## config.mk

```make
export PLATFORM = sky130hd
export DESIGN_NAME = lrco_ctrl
export DESIGN_NICKNAME = d
export VERILOG_FILES = /design/src/hw/lrco_pkg.sv /design/src/hw/lrco_rate_detect.sv /design/src/hw/lrco_ctrl.sv
export SDC_FILE = /design/constraint.sdc
export NUM_CORES = 1
export LEC_CHECK = 0
export BUFFER_PORTS_ARGS = -buffer_cell sky130_fd_sc_hd__buf_4
export CAP_MARGIN = 20
export CORE_MARGIN = 10
export CORE_UTILIZATION = 35
export DETAILED_ROUTE_END_ITERATION = 7
export PLACE_DENSITY = 0.58
export SLEW_MARGIN = 10
export SYNTH_ARGS = -nofsm -noshare
export SYNTH_HDL_FRONTEND = slang
export SYNTH_SLANG_ARGS = --single-unit
```

## constraint.sdc

```tcl
create_clock -name sys_clk -period 3.35 [get_ports sys_clk]
set_input_delay 0.335 -clock sys_clk [delete_from_list [all_inputs] [get_ports sys_clk]]
set_output_delay 0.335 -clock sys_clk [all_outputs]
set_load 0.02 [all_outputs]
```

## src/hw/lrco_pkg.sv

```systemverilog
// Constants and types for the low rate clock oscillator control block
package lrco_pkg;

    // ==========================================================
    // Clock and timing
    // ==========================================================
    localparam int LRCO_SYS_CLK_PERIOD_NS = 40;
    // Encode periods longer than this count as a low rate (5 MSPS)
    localparam int LRCO_LOW_RATE_PERIOD_NS = 200;
    localparam logic [3:0] LRCO_LOW_RATE_CYCLES =
        4'(LRCO_LOW_RATE_PERIOD_NS / LRCO_SYS_CLK_PERIOD_NS);

    // ==========================================================
    // Serial port framing
    // ==========================================================
    localparam int         LRCO_ADDR_W        = 13;
    localparam logic [4:0] LRCO_INSTR_LAST    = 5'h0F;
    localparam logic [4:0] LRCO_BYTE_LAST     = 5'h07;
    localparam int         LRCO_INSTR_RD_POS  = 15;
    localparam int         LRCO_INSTR_LEN_MSB = 14;
    localparam int         LRCO_INSTR_LEN_LSB = 13;
    localparam logic [1:0] LRCO_LEN_STREAM    = 2'h3;

    // ==========================================================
    // Register map
    // ==========================================================
    localparam logic [12:0] LRCO_USER_CLOCK_CONFIG_TWO_ADDR = 13'h0101;
    localparam logic [7:0]  LRCO_USER_CLOCK_CONFIG_TWO_RST  = 8'h08;
    localparam logic [7:0]  LRCO_USER_CLOCK_CONFIG_TWO_MASK = 8'h0D;
    localparam logic [7:0]  LRCO_UNMAPPED_READ              = 8'h00;
    localparam int          LRCO_DETECT_EN_BIT              = 3;
    localparam int          LRCO_FORCE_RUN_BIT              = 2;
    localparam int          LRCO_PULLDOWN_DIS_BIT           = 0;

    // ==========================================================
    // Types
    // ==========================================================
    typedef struct packed {
        logic sclk;
        logic csb_n;
        logic sdio_in;
    } lrco_spi_in_type;

    typedef struct packed {
        logic sdio_out;
        logic sdio_oe;
    } lrco_spi_out_type;

    typedef enum logic [1:0] {
        LRCO_ST_INSTR,
        LRCO_ST_DATA,
        LRCO_ST_DONE
    } lrco_spi_state_type;

    typedef struct packed {
        lrco_spi_state_type state;
        logic               sclk_prev;
        logic [15:0]        shift_in;
        logic [4:0]         bit_cnt;
        logic               rd;
        logic [1:0]         len;
        logic [1:0]         byte_cnt;
        logic [12:0]        addr;
        logic [7:0]         tx;
        logic               sdio_out;
        logic               sdio_oe;
        logic [7:0]         cfg;
        logic               osc_en;
    } lrco_state_type;

    typedef struct packed {
        logic       enc_prev;
        logic [3:0] cnt;
        logic       low_rate;
    } lrco_det_state_type;

endpackage : lrco_pkg

```

## src/hw/lrco_rate_detect.sv

```systemverilog
// Encode clock low rate detector
`timescale 1ns/100ps
module lrco_rate_detect
    import lrco_pkg::*;
(
    input  wire logic sys_clk,
    input  wire logic reset_n,
    input  wire logic enc_clk,
    input  wire logic enable,
    output logic      low_rate
);

    lrco_det_state_type st_reg;
    lrco_det_state_type st_next;

    always_comb begin
        st_next          = st_reg;
        st_next.enc_prev = enc_clk;
        if (!enable) begin
            // Detector off: never reports a low rate
            st_next.cnt      = 4'h0;
            st_next.low_rate = 1'b0;
        end else if (enc_clk && !st_reg.enc_prev) begin
            st_next.cnt      = 4'h0;
            st_next.low_rate = 1'b0;
        end else if (st_reg.cnt < LRCO_LOW_RATE_CYCLES) begin
            st_next.cnt = st_reg.cnt + 4'h1;
        end else begin
            // No encode edge for a full low rate period
            st_next.low_rate = 1'b1;
        end
    end

    always_ff @(posedge sys_clk) begin
        if (!reset_n) begin
            st_reg <= '0;
        end else begin
            st_reg <= st_next;
        end
    end

    assign low_rate = st_reg.low_rate;

endmodule : lrco_rate_detect

```

## src/hw/lrco_ctrl.sv

```systemverilog
// Serial configuration port, clock config register and oscillator control
// What this block does
// - Detector-enable bit 3 runs below-5-MSPS detector; register resets to 0x08.
// - Detected low encode rate with detector enabled turns auxiliary oscillator on.
// - Detector-enable low disables the detector; it no longer starts oscillator.
// - Force-run bit 2 high runs the oscillator regardless of detector.
// - Bit 0 high switches off the serial data pin pull-down.
`timescale 1ns/100ps
module lrco_ctrl
    import lrco_pkg::*;
(
    input  wire logic       sys_clk,
    input  wire logic       reset_n,
    input  lrco_spi_in_type spi_in,
    output lrco_spi_out_type spi_out,
    input  wire logic       enc_clk,
    output logic            aux_low_rate_oscillator_en,
    output logic            sdio_pulldown_en,
    output logic [7:0]      user_clock_config_two
);

    lrco_state_type st_reg;
    lrco_state_type st_next;
    logic           low_rate;
    logic           sclk_rise;
    logic           sclk_fall;
    logic [15:0]    shifted;
    logic [12:0]    addr_dec;

    // ==========================================================
    // Low rate detector
    // ==========================================================
    lrco_rate_detect u_rate_detect (
        .sys_clk  (sys_clk),
        .reset_n  (reset_n),
        .enc_clk  (enc_clk),
        .enable   (st_reg.cfg[LRCO_DETECT_EN_BIT]),
        .low_rate (low_rate)
    );

    // ==========================================================
    // Register read mux
    // ==========================================================
    function automatic logic [7:0] read_reg(input logic [12:0] addr,
                                            input logic [7:0]  cfg);
        logic [7:0] data;
        data = LRCO_UNMAPPED_READ;
        if (addr == LRCO_USER_CLOCK_CONFIG_TWO_ADDR) begin
            data = cfg & LRCO_USER_CLOCK_CONFIG_TWO_MASK;
        end
        return data;
    endfunction : read_reg

    assign sclk_rise = spi_in.sclk && !st_reg.sclk_prev;
    assign sclk_fall = !spi_in.sclk && st_reg.sclk_prev;
    assign shifted   = {st_reg.shift_in[14:0], spi_in.sdio_in};
    assign addr_dec  = st_reg.addr - 13'h0001;

    // ==========================================================
    // Next state
    // ==========================================================
    always_comb begin
        st_next           = st_reg;
        st_next.sclk_prev = spi_in.sclk;

        if (spi_in.csb_n) begin
            // Chip select released: frame ends, pin released
            st_next.state    = LRCO_ST_INSTR;
            st_next.bit_cnt  = 5'h00;
            st_next.byte_cnt = 2'h0;
            st_next.sdio_oe  = 1'b0;
            st_next.sdio_out = 1'b0;
        end else begin
            unique case (st_reg.state)
                LRCO_ST_INSTR: begin
                    if (sclk_rise) begin
                        st_next.shift_in = shifted;
                        st_next.bit_cnt  = st_reg.bit_cnt + 5'h01;
                        if (st_reg.bit_cnt == LRCO_INSTR_LAST) begin
                            st_next.state    = LRCO_ST_DATA;
                            st_next.bit_cnt  = 5'h00;
                            st_next.byte_cnt = 2'h0;
                            st_next.rd       = shifted[LRCO_INSTR_RD_POS];
                            st_next.len      = shifted[LRCO_INSTR_LEN_MSB:LRCO_INSTR_LEN_LSB];
                            st_next.addr     = shifted[LRCO_ADDR_W-1:0];
                            st_next.tx       = read_reg(shifted[LRCO_ADDR_W-1:0], st_reg.cfg);
                        end
                    end
                end
                LRCO_ST_DATA: begin
                    if (sclk_fall && st_reg.rd) begin
                        // Read data leaves on falling edges, MSB first
                        st_next.sdio_oe  = 1'b1;
                        st_next.sdio_out = st_reg.tx[7];
                        st_next.tx       = {st_reg.tx[6:0], 1'b0};
                    end
                    if (sclk_rise) begin
                        st_next.shift_in = shifted;
                        st_next.bit_cnt  = st_reg.bit_cnt + 5'h01;
                        if (st_reg.bit_cnt == LRCO_BYTE_LAST) begin
                            st_next.bit_cnt  = 5'h00;
                            st_next.byte_cnt = st_reg.byte_cnt + 2'h1;
                            st_next.addr     = addr_dec;
                            st_next.tx       = read_reg(addr_dec, st_reg.cfg);
                            if (!st_reg.rd &&
                                st_reg.addr == LRCO_USER_CLOCK_CONFIG_TWO_ADDR) begin
                                st_next.cfg = shifted[7:0] & LRCO_USER_CLOCK_CONFIG_TWO_MASK;
                            end
                            if (st_reg.len != LRCO_LEN_STREAM &&
                                st_reg.byte_cnt == st_reg.len) begin
                                st_next.state = LRCO_ST_DONE;
                            end
                        end
                    end
                end
                LRCO_ST_DONE: begin
                    // Extra clocks ignored until chip select rises
                    if (sclk_fall) begin
                        st_next.sdio_oe = 1'b0;
                    end
                end
            endcase
        end

        // Detector result or force-run bit starts the oscillator
        st_next.osc_en = st_reg.cfg[LRCO_FORCE_RUN_BIT]
                       | (st_reg.cfg[LRCO_DETECT_EN_BIT] & low_rate);
    end

    // ==========================================================
    // State register
    // ==========================================================
    always_ff @(posedge sys_clk) begin
        if (!reset_n) begin
            st_reg     <= '0;
            st_reg.cfg <= LRCO_USER_CLOCK_CONFIG_TWO_RST;
        end else begin
            st_reg <= st_next;
        end
    end

    // ==========================================================
    // Outputs
    // ==========================================================
    assign spi_out.sdio_out           = st_reg.sdio_out;
    assign spi_out.sdio_oe            = st_reg.sdio_oe;
    assign aux_low_rate_oscillator_en = st_reg.osc_en;
    assign sdio_pulldown_en           = !st_reg.cfg[LRCO_PULLDOWN_DIS_BIT];
    assign user_clock_config_two      = st_reg.cfg;

endmodule : lrco_ctrl

```

* Word-level counts from Yosys, hierarchy flattened
Cells that the tools add are included.
W data, S select, Z words.
** Operators by class
- Add/sub/neg operators :: 4
- $mul :: 0
- Div/mod/pow operators :: 0
- $lt $le $gt $ge :: 1
- Equality and inequality tests :: 16
- Shifts and indexed selects :: 0
- Muxes and demuxes :: 19
- Bitwise gates (word level) :: 5
- Reductions and logical operators :: 26
** Operators by type and width (number)
- $mux W23 :: 2
- $mux W46 :: 1
- $pmux W23 S2 :: 1
- $pmux W20 S2 :: 1
- $eq A13 B9 Y1 const B :: 3
- $mux W31 :: 1
- $mux W20 :: 1
- $ne A2 B2 Y1 const B :: 8
- $sub A13 B1 Y13 const B :: 1
- $reduce_and A4 Y1 :: 3
- $reduce_and A6 Y1 :: 2
- $mux W10 :: 1
- $mux W2 :: 5
- $reduce_and A5 Y1 :: 2
- $mux W4 :: 2
- $logic_and A1 B1 Y1 :: 6
- $reduce_and A3 Y1 :: 2
- $add A5 B1 Y5 const B :: 1
- $eq A5 B3 Y1 const B :: 1
- $eq A5 B4 Y1 const B :: 1
- $logic_not A1 Y1 :: 5
- $mux W5 :: 1
- $add A4 B1 Y4 const B :: 1
- $lt A4 B3 Y1 const B :: 1
- other kinds (15) :: 18
** Word-level totals
- Flip-flop bits (word level) :: 61
- Latch bits :: 0
- Memory bits (writable) :: 0
- Memory bits (read-only) :: 0
- Input port bits :: 6
- Output and inout bits :: 12
- Logic and storage cells :: 87
- Memories :: 0

* Longest topological paths before layout
- Depth in word-level cells :: 7
- Mapped depth :: 10
- Gate-level depth less buffers :: 9

* By module
Synthesis repeated with hierarchy kept, for this count alone.
** Unflattened totals
- Cells, all modules :: 402
- Area total of the unflattened synthesis :: 3246.9 sq um
** Modules (own cells, without submodules)
- lrco_ctrl :: instances 1, cells each 374, area each 2981.6 sq um, seq. area each 1101.1 sq um
- lrco_rate_detect :: instances 1, cells each 28, area each 265.3 sq um, seq. area each 120.1 sq um

* Worst setup path after synthesis
No wires, ideal clock.
- Path kind :: reg-to-reg
- Start point :: register st_reg[19] (netlist name)
- End point :: register st_reg[13] (netlist name)
- Setup time :: 69 ps
- Arrival :: 2148 ps
- Data required time :: 3281 ps
- Slack :: 1133 ps
- Stages on the path, launching flop included :: 8
- Path buffers :: 0
- Clock period less this slack :: 2217 ps
- Cell sequence :: dfxtp_1 -> inv_1 -> ha_1 -> or3b_2 -> nor4_4 -> xor2_2 -> or4_1 -> o21ai_1
** Between the ends
- Cells in the longest elaborated chain, start to end :: 6
** RTL lines
- from (decl) :: line lrco_ctrl.sv:22 : lrco_state_type st_reg;
- from (signal assigned) :: line lrco_ctrl.sv:138 : st_reg <= st_next;
- $sub A13 B1 Y13 :: line lrco_ctrl.sv:57 : assign addr_dec = st_reg.addr - 13'h0001;
- $eq A13 B9 Y1 :: line lrco_ctrl.sv:48 : if (addr == LRCO_USER_CLOCK_CONFIG_TWO_ADDR) begin
- $mux W4 :: line lrco_ctrl.sv:48
- $mux W23 :: line lrco_ctrl.sv:100 : if (st_reg.bit_cnt == LRCO_BYTE_LAST) begin
- $mux W23 :: line lrco_ctrl.sv:97 : if (sclk_rise) begin
- $pmux W23 S2 :: line lrco_ctrl.sv:74 : unique case (st_reg.state)
No other way between the ends. The select of a mux whose other input is x is not followed.
A chain may end at the register's enable or synchronous reset.

* Worst setup path in the final report
- Start point :: register st_reg[60] (netlist name)
- End point :: register st_reg[21] (netlist name)
** Between the ends
- Cells in the longest elaborated chain, start to end :: 3
- Elaborated cells on any way between the ends :: 9
- Classes of those cells :: eq/ne (5); mux (1); reduce/logical (3)
** RTL lines (line)
- $eq A2 B1 Y1 or $logic_not A2 Y1 (tied branches) :: lrco_ctrl.sv:74
- $ne A2 B2 Y1 (no source line) or $reduce_bool A2 Y1 (tied branches)
- $reduce_and A6 Y1 (no source line)
Several ways; a longest one is shown, not always the timed one.

==> qor.txt <==
Status -> finished, final reports clean
Clk pin slew, worst setup/hold paths -> 70 ps
Tot GR Track Use -> 11.5%
Vias per inst -> 5.29
Number of global-route vias before repair -> 2612
Initial core utilization -> 36.3%
DRT iter0 DRCs -> 239
Setup ws final -> 759 ps
Final setup fails -> 0
Top_reg_cell synth -> dfxtp_1
Yosys cell types -> 57
Tcrit/Tclk final -> 77.3%
Total die area -> 13400 µm²
WP data required -> 3550 ps
Post-route setup TNS -> 0 ps
Die height -> 116 µm
Synth Area per Inst -> 8.14 µm²
Layout cells sized above 1 -> 12.3%
Asr flop ratio synth -> 0%
Post-route ant nets -> 0
I/O pins -> 18
Crit Path Max Fanout -> 16
Clk pwr share -> 46.6%
Max Freq -> 0.386 GHz
Relative slew slack -> 54.5%
Most frequent cells after synthesis -> dfxtp_1 (61), nand2_1 (47), nor2_1 (46), a21oi_1 (39), inv_1 (21)
Fin nets -> 409
Area leader, netlist -> dfxtp_1
Clock Skew -> 9.97 ps
Remaining Overflow, GRT -> 0
DP HPWL -> 5210 µm
Slew @ Worst Pin -> 681 ps
Hold buffer count at CTS -> 0
Post-cts sizing count -> 0
Clock tree buffer depth -> 2
Final Cell Area -> 3530 µm²
PwrDens -> 419 nW/µm²
Compound-Gate Fraction of Synth Area -> 20.7%
Simple-gate share of the synthesized area -> 23.7%
Max VDD drop -> 0.199 mV
CTS tree -> built
Chip width -> 116 µm
Remaining DRCs -> 0
Multiplexer share of the synthesized area -> 3.11%
RSZ-0062 raised after global routing -> no
Hold WC Path Type -> input port to flop
First-pass iteration count of the detailed router -> 4
Sink Count -> 61
Met1 Wirelength -> 3370 µm
Adder-cell share of the synthesized area -> 3.11%
# Post-CTS Setup Buffers -> 0
Net switching power -> 0.000329 W
First-pass GRT wire length -> 12500 µm
Yosys warnings -> 0
Reg power frac -> 49.7%
Gpl congestion -> 0.774
Startpoint types -> flop
Antenna diode count -> 0
CTS Root Cell -> clkbuf_8
Htree depth -> 3
Buffers on Ports -> 12
Largest family of logic cells by synthesized area -> simple AND/OR/NAND/NOR gates
Combinational share of power -> 3.6%
Post-Syn Area -> 3210 µm²
Post-Synth XOR/XNOR Area -> 2.96%
Count leader, synth -> dfxtp_1
Largest register FFs -> 34
Routed wire length -> 7210 µm
Register area share after synthesis -> 38.0%
Row cnt -> 34
Syn-to-layout area delta -> 9.85%
Max_cap viols -> 0
Critical path class -> flop to flop
Core ar. -> 8850 µm²
Latest clock arrival within the worst-skew pair -> 340 ps
Number of CTS-inserted buffers -> 9
Final-layout fill cell count -> 915
Final Hold Viols -> 0
Max-slew violations -> 0
Synth top area cells -> dfxtp_1 (38%), a21oi_1 (6.1%), nand2_1 (5.5%)
Via count -> 2685
Placement Cell Area -> 3320 µm²
Number of synthesized flops with an enable pin -> 0
Pin count of the biggest net entering global routing -> 23
Min Tclk post-route -> 2590 ps
Pleak -> 1.26 nW
DR WL met2 -> 3340 µm
PnR Total Power -> 0.00148 W
CP endpoint kind -> flop
Internal power -> 0.00115 W
Gate count of the mapped netlist -> 395
Met3 Wirelength -> 330 µm
FF+latch count, synth -> 61
Dpl ws -> 813 ps
Max layer used -> met4
Initial antenna violation count -> 0
Drt wl/cell -> 14.2 µm
Worst Path Arrival -> 2790 ps
Switch share -> 22.3%
Synth top area share -> 38.0%
[logic make-up after synthesis]
kind of cell,Yosys count
muxes,10
DFF,61
adders and majority gates,8
xor gates and xnor gates,10
AOI/OAI and AO/OA,99
and+or+nand+nor,151
buffers and inverters,55
other,1
[power by group through the flow]
| stage | clock [W] | combinational (W) | sequential [W] |
|---|---|---|---|
| final | 0.000689 | 0.0000539 | 0.000735 |
| after floorplan | 0 | 0.0000416 | 0.000750 |
| after CTS | 0.000713 | 0.0000542 | 0.000735 |
| after global placement | 0 | 0.0000531 | 0.000751 |
| after global routing | 0.000742 | 0.0000610 | 0.000735 |
| after detailed placement | 0 | 0.0000540 | 0.000751 |
[cells in the final DEF (no fill, tap or decap), types with 4 or more instances in the layout]
cell	instances
dfxtp_1	61
or4_1	5
clkbuf_8	12
nor2_1	46
nand2_1	47
ha_1	8
o211ai_1	4
xor2_1	6
nand3b_1	4
nand4_1	4
a211oi_2	5
nand3_1	10
mux2i_1	10
a21oi_1	39
nand2b_1	5
conb_1	5
inv_1	21
o21ai_0	13
nor3_1	10
a22oi_1	11
buf_4	19
[routing by layer]
metal	up-vias	GRT usage, %
li1	1371	-
met1	1245	14.1
met2	53	18.1
met3	16	3.82
met4	0	4.75
met5	-	0
[worst paths after layout]
path,cells after the start,end,slack [ps],startpoint
setup / recovery,6,st_reg[21],760,st_reg[60]
hold / removal,3,u_rate_detect.st_reg[5],200,enc_clk
setup reg to reg,6,st_reg[21],760,st_reg[60]
hold reg to reg,2,u_rate_detect.low_rate,460,u_rate_detect.low_rate
[final cells by class]
cell class	count	area, µm²	area share (%)
clock buffer	13	169	4.78
clock inverter	3	42.5	1.20
inverter	21	78.8	2.23
multi-input combinational	283	1740	49.3
sequential	61	1220	34.6
tap	108	135	3.83
timing repair buffer	19	143	4.04
[per-stage QoR]
stage,cells,util (%),hold slack [ps]
finish,508,39.9,203
detailed placement,492,37.5,446
global route,508,39.9,225
floorplan,399,-,397
global placement,492,37.5,440
CTS,508,39.9,188
[worst max-delay path, cell delays in order, from the launching register on]
cell      delay, ps
dfxtp_1         410
or4b_1          860
a211oi_4        650
buf_4           240
o21ai_0          80
a22oi_1         140
nor2_1           60
No activity file was read; power rests on OpenSTA's default activity.
